### src/inc/move_exec_pkg.sv
// constants and types for the data-move execution unit
// Summary of operation
// - control register move runs only in supervisor state, else privilege trap
// - control register move is 32 bits; unimplemented bits read as zero
// - opcode bit 0: 0 copies control to general, 1 general to control
// - extension bit 15 picks data or address, then number, low 12 bits code
// - codes 000, 001, 800, 801 pick the four control registers
// - any other control code raises illegal instruction, no transfer
// - multi move transfers masked registers only, word or long per size bit
// - multi move word loads are sign-extended to 32 bits before register write
// - control modes step address up by 2 or 4, D0..D7 then A0..A7
// - predecrement stores only, first at address minus length, A7..A0 then D7..D0
// - predecrement leaves last stored address; stored base register shows final value
// - postincrement loads only; base ends last plus length, loaded base gets value plus length
// - store modes: indirect, predecrement, displacement, indexed, absolute
// - load modes: indirect, postincrement, displacement, indexed, absolute, pc-relative
// - multi move opcode holds direction and size bits; mask in next word
// - mask bit 0 is D0 normally, A7 in predecrement mode
// - every multi move ends with one extra read one step beyond
// - peripheral move steps by two, most significant byte first
// - peripheral address is register plus signed 16-bit offset; odd uses low lane
// - long peripheral move does four bytes, word move two
// - peripheral opmode 100..111 picks word/long and direction
`default_nettype none
package move_exec_pkg;
   localparam logic [11:0] CR_SRC_SPACE = 12'h000;
   localparam logic [11:0] CR_DST_SPACE = 12'h001;
   localparam logic [11:0] CR_USER_SP = 12'h800;
   localparam logic [11:0] CR_VEC_BASE = 12'h801;
   localparam logic [2:0] SPACE_RESET = 3'h0;
   localparam logic [31:0] WORD_RESET = 32'h0;
   localparam logic [14:0] CRMOVE_OPC = 15'h273d;
   localparam logic [4:0] MM_OPC_HI = 5'h09;
   localparam logic [2:0] MM_OPC_MID = 3'h1;
   localparam logic [3:0] MP_OPC_HI = 4'h0;
   localparam logic [2:0] MP_EA_MODE = 3'h1;
   localparam int DIR_BIT = 0;
   localparam int AD_BIT = 15;
   localparam int MM_DIR_BIT = 10;
   localparam int MM_SIZE_BIT = 6;
   localparam int MP_LOAD_BIT = 7;
   localparam int MP_LONG_BIT = 6;
   localparam logic [2:0] M_IND = 3'h2;
   localparam logic [2:0] M_POST = 3'h3;
   localparam logic [2:0] M_PRE = 3'h4;
   localparam logic [2:0] M_DISP = 3'h5;
   localparam logic [2:0] M_IDX = 3'h6;
   localparam logic [2:0] M_EXT = 3'h7;
   localparam logic [2:0] R_ABSW = 3'h0;
   localparam logic [2:0] R_ABSL = 3'h1;
   localparam logic [2:0] R_PCD = 3'h2;
   localparam logic [2:0] R_PCX = 3'h3;
   localparam logic [31:0] MP_STEP = 32'h2;
   typedef enum logic [1:0] {SZ_BYTE, SZ_WORD, SZ_LONG} bus_size_t;
   typedef struct packed {
      logic we;
      logic [31:0] addr;
      bus_size_t size;
      logic [31:0] wdata;
   } bus_cmd_t;
   typedef struct packed {
      logic we;
      logic [3:0] idx;
      logic [31:0] data;
   } rf_wr_t;
endpackage : move_exec_pkg
`default_nettype wire

### src/logic/move_exec.sv
// execution unit for control, multiple and peripheral register moves
`timescale 1ns/1ps
`default_nettype none
module move_exec import move_exec_pkg::*; (
   // clock and reset
   input wire logic clock,
   input wire logic resetn,
   // instruction issue
   input wire logic start,
   input wire logic [15:0] op_word,
   input wire logic [15:0] ext_word,
   input wire logic supervisor,
   input wire logic [31:0] ea_addr,
   output logic busy,
   output logic done,
   output logic trap_priv,
   output logic trap_illegal,
   // general register file
   output logic [3:0] rf_raddr,
   input wire logic [31:0] rf_rdata,
   output rf_wr_t rf_wr,
   // processor bus
   output logic bus_req,
   output bus_cmd_t bus_cmd,
   input wire logic [31:0] bus_rdata,
   input wire logic bus_ack
);
   typedef enum {S_IDLE, S_MM_SCAN, S_MM_BUS, S_MM_EXTRA, S_MM_FIN,
      S_MP_SCAN, S_MP_BUS, S_MP_FIN} state_t;

   function automatic logic [4:0] popcount(input logic [15:0] m);
      logic [4:0] c;
      c = 5'h0;
      for (int i = 0; i < 16; i++) begin
         c = c + 5'(m[i]);
      end
      return c;
   endfunction : popcount

   function automatic logic mode_ok(input logic load, input logic [2:0] m, input logic [2:0] r);
      if (m == M_EXT) begin
         return r == R_ABSW || r == R_ABSL || (load && (r == R_PCD || r == R_PCX));
      end
      return m == M_IND || m == M_DISP || m == M_IDX || (load ? m == M_POST : m == M_PRE);
   endfunction : mode_ok

   state_t state_r;
   logic [2:0] src_space_r;
   logic [2:0] dst_space_r;
   logic [31:0] user_sp_r;
   logic [31:0] vec_base_r;
   logic [15:0] mask_r;
   logic [4:0] idx_r;
   logic [31:0] addr_r;
   logic [31:0] final_r;
   logic load_r;
   logic long_r;
   logic pre_r;
   logic post_r;
   logic [2:0] base_r;
   logic base_loaded_r;
   logic [1:0] mp_cnt_r;
   logic [31:0] mp_data_r;
   logic [2:0] dreg_r;

   // decode at issue
   wire is_cr = op_word[15:1] == CRMOVE_OPC;
   wire is_mm = op_word[15:11] == MM_OPC_HI && op_word[9:7] == MM_OPC_MID;
   wire is_mp = op_word[15:12] == MP_OPC_HI && op_word[8] && op_word[5:3] == MP_EA_MODE;
   wire [11:0] cr_code = ext_word[11:0];
   wire cr_ok = cr_code == CR_SRC_SPACE || cr_code == CR_DST_SPACE
      || cr_code == CR_USER_SP || cr_code == CR_VEC_BASE;
   wire cr_go = start && is_cr && supervisor && cr_ok;
   wire cr_to_ctl = op_word[DIR_BIT];
   wire mm_load = op_word[MM_DIR_BIT];
   wire mm_long = op_word[MM_SIZE_BIT];
   wire mm_ok = mode_ok(mm_load, op_word[5:3], op_word[2:0]);
   wire [31:0] mm_len = mm_long ? 32'h4 : 32'h2;
   wire [31:0] cr_rd = cr_code == CR_SRC_SPACE ? 32'(src_space_r)
      : cr_code == CR_DST_SPACE ? 32'(dst_space_r)
      : cr_code == CR_USER_SP ? user_sp_r : vec_base_r;

   // sequencing helpers
   wire [31:0] len = long_r ? 32'h4 : 32'h2;
   wire [3:0] cur_reg = pre_r ? ~idx_r[3:0] : idx_r[3:0];
   wire [3:0] base_idx = {1'b1, base_r};
   wire is_base = cur_reg == base_idx;
   wire [31:0] st_val = (pre_r && is_base) ? final_r : rf_rdata;
   wire [31:0] st_data = long_r ? st_val : {16'h0, st_val[15:0]};
   wire [31:0] ld_val = long_r ? bus_rdata : 32'(signed'(bus_rdata[15:0]));
   wire [31:0] mp_sh = rf_rdata >> {mp_cnt_r, 3'b000};
   wire [7:0] mp_byte = mp_sh[7:0];
   wire [7:0] mp_in = addr_r[0] ? bus_rdata[7:0] : bus_rdata[15:8];
   wire [31:0] mp_out = addr_r[0] ? {24'h0, mp_byte} : {16'h0, mp_byte, 8'h00};

   assign busy = state_r != S_IDLE;
   assign bus_req = state_r == S_MM_BUS || state_r == S_MM_EXTRA || state_r == S_MP_BUS;
   assign rf_raddr = (state_r == S_IDLE) ? (is_mp ? {1'b1, op_word[2:0]} : ext_word[15:12])
      : (state_r == S_MM_SCAN) ? cur_reg : {1'b0, dreg_r};

   // condition flags have no path out of this unit at all
   always_ff @(posedge clock or negedge resetn) begin
      if (!resetn) begin
         state_r <= S_IDLE;
         src_space_r <= SPACE_RESET;
         dst_space_r <= SPACE_RESET;
         user_sp_r <= WORD_RESET;
         vec_base_r <= WORD_RESET;
         mask_r <= 16'h0;
         idx_r <= 5'h0;
         addr_r <= WORD_RESET;
         final_r <= WORD_RESET;
         load_r <= 1'b0;
         long_r <= 1'b0;
         pre_r <= 1'b0;
         post_r <= 1'b0;
         base_r <= 3'h0;
         base_loaded_r <= 1'b0;
         mp_cnt_r <= 2'h0;
         mp_data_r <= WORD_RESET;
         dreg_r <= 3'h0;
         done <= 1'b0;
         trap_priv <= 1'b0;
         trap_illegal <= 1'b0;
         rf_wr <= '0;
         bus_cmd <= '0;
      end else begin
         done <= 1'b0;
         trap_priv <= 1'b0;
         trap_illegal <= 1'b0;
         rf_wr.we <= 1'b0;
         case (state_r)
            S_IDLE: begin
               if (start && is_cr && !supervisor) begin
                  trap_priv <= 1'b1;
               end else if (start && is_cr && !cr_ok) begin
                  trap_illegal <= 1'b1;
               end else if (cr_go && cr_to_ctl) begin
                  if (cr_code == CR_SRC_SPACE) src_space_r <= rf_rdata[2:0];
                  if (cr_code == CR_DST_SPACE) dst_space_r <= rf_rdata[2:0];
                  if (cr_code == CR_USER_SP) user_sp_r <= rf_rdata;
                  if (cr_code == CR_VEC_BASE) vec_base_r <= rf_rdata;
                  done <= 1'b1;
               end else if (cr_go) begin
                  rf_wr <= '{we: 1'b1, idx: ext_word[15:12], data: cr_rd};
                  done <= 1'b1;
               end else if (start && is_mm && !mm_ok) begin
                  trap_illegal <= 1'b1;
               end else if (start && is_mm) begin
                  mask_r <= ext_word;
                  idx_r <= 5'h0;
                  load_r <= mm_load;
                  long_r <= mm_long;
                  pre_r <= op_word[5:3] == M_PRE;
                  post_r <= op_word[5:3] == M_POST;
                  base_r <= op_word[2:0];
                  base_loaded_r <= 1'b0;
                  addr_r <= (op_word[5:3] == M_PRE) ? ea_addr - mm_len : ea_addr;
                  final_r <= ea_addr - (32'(popcount(ext_word)) << (mm_long ? 2 : 1));
                  state_r <= S_MM_SCAN;
               end else if (start && is_mp) begin
                  addr_r <= rf_rdata + 32'(signed'(ext_word));
                  load_r <= !op_word[MP_LOAD_BIT];
                  long_r <= op_word[MP_LONG_BIT];
                  mp_cnt_r <= op_word[MP_LONG_BIT] ? 2'h3 : 2'h1;
                  mp_data_r <= WORD_RESET;
                  dreg_r <= op_word[11:9];
                  state_r <= S_MP_SCAN;
               end else if (start) begin
                  trap_illegal <= 1'b1;
               end
            end
            S_MM_SCAN: begin
               if (idx_r[4]) begin
                  bus_cmd <= '{we: 1'b0, addr: addr_r, size: long_r ? SZ_LONG : SZ_WORD, wdata: 32'h0};
                  state_r <= S_MM_EXTRA;
               end else if (mask_r[idx_r[3:0]]) begin
                  bus_cmd <= '{we: !load_r, addr: addr_r, size: long_r ? SZ_LONG : SZ_WORD, wdata: st_data};
                  state_r <= S_MM_BUS;
               end else begin
                  idx_r <= idx_r + 5'h1;
               end
            end
            S_MM_BUS: begin
               if (bus_ack) begin
                  if (load_r) begin
                     rf_wr <= '{we: 1'b1, idx: cur_reg, data: (post_r && is_base) ? ld_val + len : ld_val};
                     if (post_r && is_base) base_loaded_r <= 1'b1;
                  end
                  addr_r <= pre_r ? addr_r - len : addr_r + len;
                  idx_r <= idx_r + 5'h1;
                  state_r <= S_MM_SCAN;
               end
            end
            S_MM_EXTRA: begin
               // fetched data is dropped; the cycle only mirrors the prefetch
               if (bus_ack) state_r <= S_MM_FIN;
            end
            S_MM_FIN: begin
               if (pre_r) begin
                  rf_wr <= '{we: 1'b1, idx: base_idx, data: addr_r + len};
               end else if (post_r && !base_loaded_r) begin
                  rf_wr <= '{we: 1'b1, idx: base_idx, data: addr_r};
               end
               done <= 1'b1;
               state_r <= S_IDLE;
            end
            S_MP_SCAN: begin
               bus_cmd <= '{we: !load_r, addr: addr_r, size: SZ_BYTE, wdata: mp_out};
               state_r <= S_MP_BUS;
            end
            S_MP_BUS: begin
               if (bus_ack) begin
                  if (load_r) mp_data_r <= {mp_data_r[23:0], mp_in};
                  addr_r <= addr_r + MP_STEP;
                  mp_cnt_r <= mp_cnt_r - 2'h1;
                  state_r <= (mp_cnt_r == 2'h0) ? S_MP_FIN : S_MP_SCAN;
               end
            end
            S_MP_FIN: begin
               // word loads keep the upper half of the data register
               if (load_r) begin
                  rf_wr <= '{we: 1'b1, idx: {1'b0, dreg_r},
                     data: long_r ? mp_data_r : {rf_rdata[31:16], mp_data_r[15:0]}};
               end
               done <= 1'b1;
               state_r <= S_IDLE;
            end
            default: state_r <= S_IDLE;
         endcase
      end
   end
endmodule : move_exec
`default_nettype wire

### config.mk
export PLATFORM = sky130hd
export DESIGN_NAME = move_exec
export DESIGN_NICKNAME = d
export VERILOG_FILES = /design/src/inc/move_exec_pkg.sv /design/src/logic/move_exec.sv
export SDC_FILE = /design/constraint.sdc
export NUM_CORES = 1
export LEC_CHECK = 0
export BUFFER_PORTS_ARGS = -buffer_cell sky130_fd_sc_hd__buf_2
export CAP_MARGIN = 0
export CORE_UTILIZATION = 40
export DETAILED_ROUTE_END_ITERATION = 7
export GPL_TIMING_DRIVEN = 0
export HOLD_SLACK_MARGIN = 0.06
export REMOVE_ABC_BUFFERS = 1
export SYNTH_ARGS = -nofsm -noshare
export SYNTH_HDL_FRONTEND = slang
export SYNTH_SLANG_ARGS = --single-unit
### constraint.sdc
create_clock -name clock -period 5.1 [get_ports clock]
set_clock_uncertainty 0.15 [all_clocks]
set_input_delay 1.02 -clock clock [delete_from_list [all_inputs] [get_ports clock]]
set_output_delay 1.02 -clock clock [all_outputs]
set_load 0.02 [all_outputs]
Word level (Yosys, flattened, before mapping). Index checks and enable logic that the tools add are counted.

Bits in registers: 339. Output and inout bits: 113. Input port bits: 133.

Shift-type cells: 2. Bitwise logic cells: 7. Magnitude comparators: 1. Muxes and demuxes: 123. Add/subtract/negate cells: 24. Reductions and logical operators: 64. Equal/unequal tests: 49.

Operators by type and width (count): $mux 32 (40); $mux 37 (9); $eq 32x3->1 const B (6); $pmux 32 s6 (1); $pmux 37 s4 (1); $mux 67 (2); $pmux 67 s2 (1); $eq 32x2->1 const B (3); $pmux 32 s3 (1); $add 32x3->32 (2); $logic_not 32->1 (2); $pmux 32 s2 (1); $sub 32x3->32 (2); $add 5x1->5 (11); $mux 5 (9); $reduce_and 10->1 (4); $ne 2x2->1 const B (18); $mux 1 (33); $add 32x2->32 const B (1); $add 32x32->32 (1); $eq 32x1->1 const B (1); $eq 32x4->1 const B (1); $reduce_bool 32->1 (1); $shl 5x2->32 (1); 45 further kinds (118).

Depth between registers and ports, before layout. Gate-level depths: netlist (run 1).

Word-level depth: 17. Depth in mapped cells: 21.

Least setup slack after synthesis (run 1). Ideal clock, no wire load.

Kind: input to register. From: in ext_word[1]. To: reg final_r[22]. Path buffers: 0. Path slack: -769 ps. Data required time: 4817 ps. Arrival: 5586 ps. Stages: 19. Library setup time: 133 ps. Path through: inv_1 fa_1 fa_1 fa_1 fa_1 inv_1 ha_1 fa_1 mux2i_1 ha_1 nor2b_1 o21ai_0 a21boi_0 o21ai_0 a21o_1 nand4_1 nor3_1 xnor2_1 o21ai_0.

Longest elaborated chain between the ends: 17. Elaborated cells on any way between the ends: 32. Those cells by class: 16 x add/sub; 3 x eq/ne; 1 x shift; 3 x bitwise; 9 x reduce/logical.

RTL lines: start: declaration (RTL line move_exec.sv:11) `input wire logic [15:0] ext_word,`; $add 1x1->2 (RTL line move_exec.sv:35) `c = c + 5'(m[i]);`; $add 2x1->3 (RTL line move_exec.sv:35); $add 3x1->4 (RTL line move_exec.sv:35); $add 4x1->5 (RTL line move_exec.sv:35); $add 5x1->5 (11 in a row) (RTL line move_exec.sv:35); $shl 5x2->32 (RTL line move_exec.sv:159) `final_r <= ea_addr - (32'(popcount(ext_word)) << (mm_long ? 2 : 1));`; $sub 32x32->32 (RTL line move_exec.sv:159); end signal: assignment (RTL line move_exec.sv:159); end: declaration (RTL line move_exec.sv:55) `logic [31:0] final_r;`.

Several ways; a longest one is shown, not always the timed one. A chain may end at the register's enable or synchronous reset.

Worst setup path in the final report (run 1).
From: in ext_word[7]. To: reg final_r[20].

Longest elaborated chain between the ends: 11. Elaborated cells on any way between the ends: 26. Those cells by class: 10 x add/sub; 3 x eq/ne; 1 x shift; 3 x bitwise; 9 x reduce/logical.

RTL lines (RTL line): $add 5x1->5 (9 in a row) (move_exec.sv:35); $shl 5x2->32 (move_exec.sv:159); $sub 32x32->32 (move_exec.sv:159).

Several ways; a longest one is shown, not always the timed one.

==> results of run 1 <==
-- state kept, by name (all words and copies together), names as in the netlist, 5 cells and up --
signal	cells
addr_r	32
rf_wr	37
mask_r	16
user_sp_r	32
bus_cmd	67
idx_r	5
final_r	32
mp_data_r	32
vec_base_r	32
-- cells in the final DEF, fill, tap and decap left out, drive strengths merged, types with 20 or more instances in the layout --
cell type  instances
nor4              30
nor3              67
nor2             207
nand3             54
clkbuf            60
mux2i             91
mux2              85
xnor2             93
o31ai             20
o21ai            207
nand2b            21
a21oi            146
nand2            380
dfrtp            310
nand4             27
o22ai             22
or3               24
and3              20
xor2              59
buf              302
ha                57
nor2b             21
a31oi             45
inv               60
-- repair_timing --
action / 4_1_cts / 5_1_grt
resized for setup: 62 / 45
setup buffers: 17 / 15
cloned: 2 / 0
pin swaps: 28 / 27
endpoints found under the setup margin: 28 / 27
-- routing by layer --
layer / part of all wire / up-vias / wire [um] / track usage
met4: 0.046 / 6 / 3930 / 0.147
met3: 0.071 / 173 / 6000 / 0.0415
met5: 0.00047 / - / 40 / 0
met2: 0.45 / 922 / 37700 / 0.472
met1: 0.44 / 9823 / 36900 / 0.435
li1: - / 9217 / - / -
-- power by group through the flow --
stage / combinational [mW] / clock (mW) / sequential (mW)
6_report: 5.55 / 2.80 / 3.92
5_1_grt: 6.02 / 2.93 / 4.00
4_1_cts: 5.31 / 2.84 / 3.90
3_5_place_dp: 5.04 / 0 / 3.94
3_3_place_gp: 4.80 / 0 / 3.99
2_1_floorplan: 2.74 / 0 / 4.08
-- critical path: cells and delay by family --
family	cells	cell delay, ns
AO/OA/AOI/OAI	5	0.82
XOR/XNOR	1	0.14
adder cells (fa/ha/maj)	7	2.99
buffers and inverters	4	0.46
multiplexers	1	0.07
AND/OR/NAND/NOR	2	0.37
-- cell type report --
class	count	area (um2)	share of cell area
Multi-Input combinational cell	1940	12900	0.514
Sequential cell	310	7760	0.308
Timing Repair Buffer	303	2070	0.0823
Clock buffer	60	1170	0.0467
Tap cell	688	861	0.0342
Inverter	61	248	0.00985
Clock inverter	10	110	0.00438
Antenna cell	1	2.50	0.0000995
-- cell families after synthesis --
| logic type | share of synthesized area |
|---|---|
| compound gates | 0.178 |
| xor+xnor | 0.0626 |
| fa+ha+maj | 0.0486 |
| buf+inv | 0.0434 |
| flops | 0.365 |
| mux | 0.102 |
| other cells | 0.000353 |
| simple gates | 0.200 |
-- worst max-delay path by stage --
stage	end	start	cells after the start
2_1_floorplan	rf_wr[30]	pre_r	9
3_3_place_gp	rf_wr[2]	pre_r	7
3_5_place_dp	final_r[19]	ext_word[15]	20
4_1_cts	final_r[22]	ext_word[11]	20
5_1_grt	final_r[22]	ext_word[0]	20
6_report	final_r[20]	ext_word[7]	20
-- per-stage QoR --
| step | utilization | area (um2) | std cells | power [mW] |
|---|---|---|---|---|
| after floorplan | - | 20600 | 2310 | 6.82 |
| after global placement | 0.431 | 22700 | 3243 | 8.79 |
| after detailed placement | 0.440 | 23100 | 3268 | 8.98 |
| after CTS | 0.473 | 24800 | 3357 | 12.1 |
| after global routing | 0.479 | 25200 | 3372 | 13.0 |
| final | 0.479 | 25200 | 3373 | 12.3 |
==> results.yml, run 1 <==
die:
  core_um2: 52600
  io_pins: 246
  rows: 84
  initial_utilization: 0.405
  die_w_um: 233
  dieArea_um2: 54100
  dieHeight_um: 233
timing:
  worstMarginPinSlew_ns: 1.41
  finalCritPeriodShare: 1.10
  max_freq_mhz: 179
  rsz0062_at_grt: "true"
  tns_ns: -10.10
  whs_ns: 0.307
  maxSlewHeadroom: 0.0604
  fin_crit_ns: 5.58
  hold_violations: 0
  setup_ws_ns: -0.485
  slew_violations: 0
  setup_viol: 27
clocking:
  htreeDepth: 2
  cts-root-buf: "clkbuf_16"
  cts_tree: "done"
  cts_inserted_buffers: 38
  postCtsHoldBufs: 0
  clkTransAtPathRegs_ns: 0.06
  clk_path_buf_depth: 3
  clock_latency_ns: 0.59
  clock-sinks: 310
drt:
  drcViolationCount: 0
  drt_pass1_iterations: 8
  routedWlPerCell_um: 25.1
  totalWireLength_um: 84500
  ant_nets: 0
  vias: 20100
  drtIter0Drc: 2234
  avgViaCountPerCell: 5.97
hold_path:
  hold_end: "bus_cmd[57]"
  worstHoldStart: "bus_cmd[57]"
  hold_path_depth: 2
  hold_class: "register to register"
synthesis:
  ys_seq_area_frac: 0.365
  synth_top_area_cell: "dfrtp_1"
  yosys-top-cells-count: "380 x nand2_1, 310 x dfrtp_1, 207 x nor2_1"
  yosysTopAreaCellShare: 0.365
  avgSynthCellArea_um2: 8.57
  synth_most_common_cell: "nand2_1"
  yosys-top-cells-area: "dfrtp_1 36%, nand2_1 6.7%, o21ai_0 4.8%, mux2_2 4.5%, mux2i_1 4.3%"
  async_reset_ff_frac: 1.00
  yosysWarnings: 0
  synth_edf_count: 0
  syn_inst: 2480
  yosysUniqueCellTypes: 91
  synth_ff_type: "dfrtp_1"
  ys_ff_latch: 310
  synth_area_um2: 21300
final_layout:
  nNetsFinal: 2860
  drive_gt1_frac: 0.209
  fillers: 5141
  area_growth_pct: 18.3
pwr:
  p_leak_nw: 10.7
  peakVddDrop_mv: 0.312
  swShare: 0.452
  powerDensity_nw_per_um2: 488
  p_switching_mw: 5.54
  pwr-share-seq: 0.320
  p_clk_frac: 0.228
  p_int_mw: 6.73
  p_comb_frac: 0.452
placed_design:
  post-place-ws_ns: -2.16
  gp_congestion: 0.949
  hpwlAfterDp_um: 62200
  port_buffers: 245
grt:
  overflow: 0
  grt_pass1_vias: 19200
  grt_start_max_net_pins: 118
  grtUsageTotal: 0.310
  grt_pass1_wl_um: 125000
  antenna_found_initial: 3
critical_path:
  ff2ff_path_depth: 9
  required_ns: 5.39
  critPathLaunchType: "primary input"
  crit_type: "primary input to register"
  reg2reg_from: "state_r[1]"
  cp_slowest_cell: "fa_1"
  path_cells: "buf_4 > inv_4 > fa_1 > fa_1 > fa_1 > fa_1 > inv_2 > ha_4 > fa_2 > mux2i_1 > ha_1 > nor2b_1 > o21ai_1 > a21boi_1 > o21ai_1 > a21o_1 > nand4_1 > buf_4 > xor2_1 > o21ai_0"
  cpPeakStageDelay_ns: 0.53
  cp.arrival_ns: 5.88
  r2r_slack_ns: 0.12
  cp_common_cell: "fa_1"
  critical_path.max_fanout: 4
  endpoint_kind: "register"
  rr_endpoint: "rf_wr[19]"
job:
  cap_violations: 0
outcome:
  status: "complete, but fails checks"
  violations: "negative setup slack"
No activity file was read; power rests on OpenSTA's default activity.
==> run 2, diff against run 1 <==
--- a/config.mk
+++ b/config.mk
@@ -12,6 +12,7 @@
 export GPL_TIMING_DRIVEN = 0
 export HOLD_SLACK_MARGIN = 0.06
 export REMOVE_ABC_BUFFERS = 1
+export SETUP_SLACK_MARGIN = 0.1
 export SYNTH_ARGS = -nofsm -noshare
 export SYNTH_HDL_FRONTEND = slang
 export SYNTH_SLANG_ARGS = --single-unit
==> results.yml, run 2 (same netlist as run 1, synthesis figures left out) <==
outcome:
  status: "complete, but fails checks"
  violations: "negative setup slack"
grt:
  grt_pass1_vias: 19200
  grtUsageTotal: 0.310
  antenna_found_initial: 3
  grt_start_max_net_pins: 118
  grt_pass1_wl_um: 125000
  overflow: 0
timing:
  whs_ns: 0.307
  setup_ws_ns: -0.472
  max_freq_mhz: 179
  hold_violations: 0
  worstMarginPinSlew_ns: 1.47
  finalCritPeriodShare: 1.09
  fin_crit_ns: 5.57
  tns_ns: -9.98
  rsz0062_at_grt: "true"
  slew_violations: 0
  maxSlewHeadroom: 0.0230
  setup_viol: 27
critical_path:
  critPathLaunchType: "primary input"
  endpoint_kind: "register"
  cp_slowest_cell: "fa_1"
  required_ns: 5.39
  critical_path.max_fanout: 6
  cp.arrival_ns: 5.86
  crit_type: "primary input to register"
  path_cells: "buf_4 > inv_4 > fa_1 > fa_1 > fa_1 > fa_1 > inv_2 > ha_4 > fa_2 > mux2i_1 > ha_1 > buf_4 > buf_6 > o21ai_4 > a21boi_2 > o21a_1 > o21ai_4 > a21oi_4 > buf_12 > buf_6 > nor3_4 > xnor2_2 > o21ai_0"
  cpPeakStageDelay_ns: 0.53
  cp_common_cell: "fa_1"
placed_design:
  dpl.cell_count: 3268
  gp_congestion: 0.949
  hpwlAfterDp_um: 62200
  port_buffers: 245
final_layout:
  final_cell_mix: "375 x nand2_1, 307 x dfrtp_1, 235 x buf_2"
  final_common_cell: "nand2_1"
  drive_gt1_frac: 0.209
  final_util: 0.479
  largest_reg_flops: 67
  top_register: "bus_cmd"
  nNetsFinal: 2859
  final_cells: 3372
  reg.largest.list: "bus_cmd: 67 flops, rf_wr: 37 flops"
  area_growth_pct: 18.4
clocking:
  clock_latency_ns: 0.59
  clk_path_buf_depth: 3
  cts_inserted_buffers: 38
  clkTransAtPathRegs_ns: 0.06
  clock-sinks: 310
  htreeDepth: 2
  cts_tree: "done"
  postCtsHoldBufs: 0
  cts-root-buf: "clkbuf_16"
drt:
  routedWlPerCell_um: 25.0
  avgViaCountPerCell: 5.99
  drt_pass1_iterations: 6
  totalWireLength_um: 84400
  drcViolationCount: 0
  ant_nets: 0
  vias: 20200
  drtIter0Drc: 2190
pwr:
  p_comb_frac: 0.451
  p_leak_nw: 10.7
  pwr-share-seq: 0.320
  p_int_mw: 6.72
  peakVddDrop_mv: 0.315
  report.power.total_mw: 12.3
  p_clk_frac: 0.229
  powerDensity_nw_per_um2: 487
  p_switching_mw: 5.54
  swShare: 0.452
job:
  cap_violations: 0
die:
  io_pins: 246
  core_um2: 52600
  die_w_um: 233
  dieHeight_um: 233
  dieArea_um2: 54100
  initial_utilization: 0.405
  rows: 84
hold_path:
  hold_class: "primary input to async pin"
-- run 2: area by class of cell --
| cell class | instances | area (um2) |
|---|---|---|
| inverter | 61 | 248 |
| multi-input combinational | 1940 | 12900 |
| clock inverter | 10 | 110 |
| fill | 5141 | 27400 |
| tap | 688 | 861 |
| antenna | 1 | 2.50 |
| timing repair buffer | 302 | 2060 |
| clock buffer | 60 | 1170 |
| sequential | 310 | 7760 |
-- run 2: routing by layer --
metal / share of wire / global-route usage
met5: 0.00060 / 0
met4: 0.047 / 0.147
met3: 0.067 / 0.0415
met2: 0.45 / 0.472
met1: 0.44 / 0.435
-- run 2: worst paths after layout --
kind	start	end	slack [ns]	cells after the start
worst min-delay path	resetn	rf_wr[36]	0.31	1
worst max register to register	state_r[1]	rf_wr[19]	0.40	9
worst max-delay path	ext_word[7]	final_r[23]	-0.47	23
min in group clock	bus_cmd[47]	bus_cmd[47]	0.31	2
worst min register to register	bus_cmd[47]	bus_cmd[47]	0.31	2
max in group asynchronous	resetn	long_r	2.89	3
-- run 2: worst max-delay path: cells and delay by family --
kind | cells | cell delay (ns)
AOI/OAI and AO/OA | 6 | 0.75
buffers and inverters | 7 | 0.75
and+or+nand+nor | 1 | 0.13
adders and majority gates | 7 | 2.99
xor gates and xnor gates | 1 | 0.13
muxes | 1 | 0.08
-- run 2: repair_timing --
| action | in CTS | in global routing |
|---|---|---|
| gates resized for setup | 62 | 47 |
| setup endpoints to repair | 29 | 30 |
| cloned | 2 | 0 |
| buffers inserted | 17 | 15 |
| pin swaps | 29 | 29 |
-- run 2: power groups by stage --
stage	clock network, mW	registers, mW	logic (mW)
detailed placement	0	3.94	5.04
global placement	0	3.99	4.80
CTS	2.84	3.90	5.31
floorplan	0	4.08	2.74
finish	2.80	3.92	5.53
global route	2.93	4.00	6.01
-- run 2: per-stage QoR --
stage	cell area [um2]	setup slack, ns
finish	25200	-0.472
global route	25200	-0.686
CTS	24800	-0.558
detailed placement	23100	-2.16
global placement	22700	-8.94
floorplan	20600	-2.90
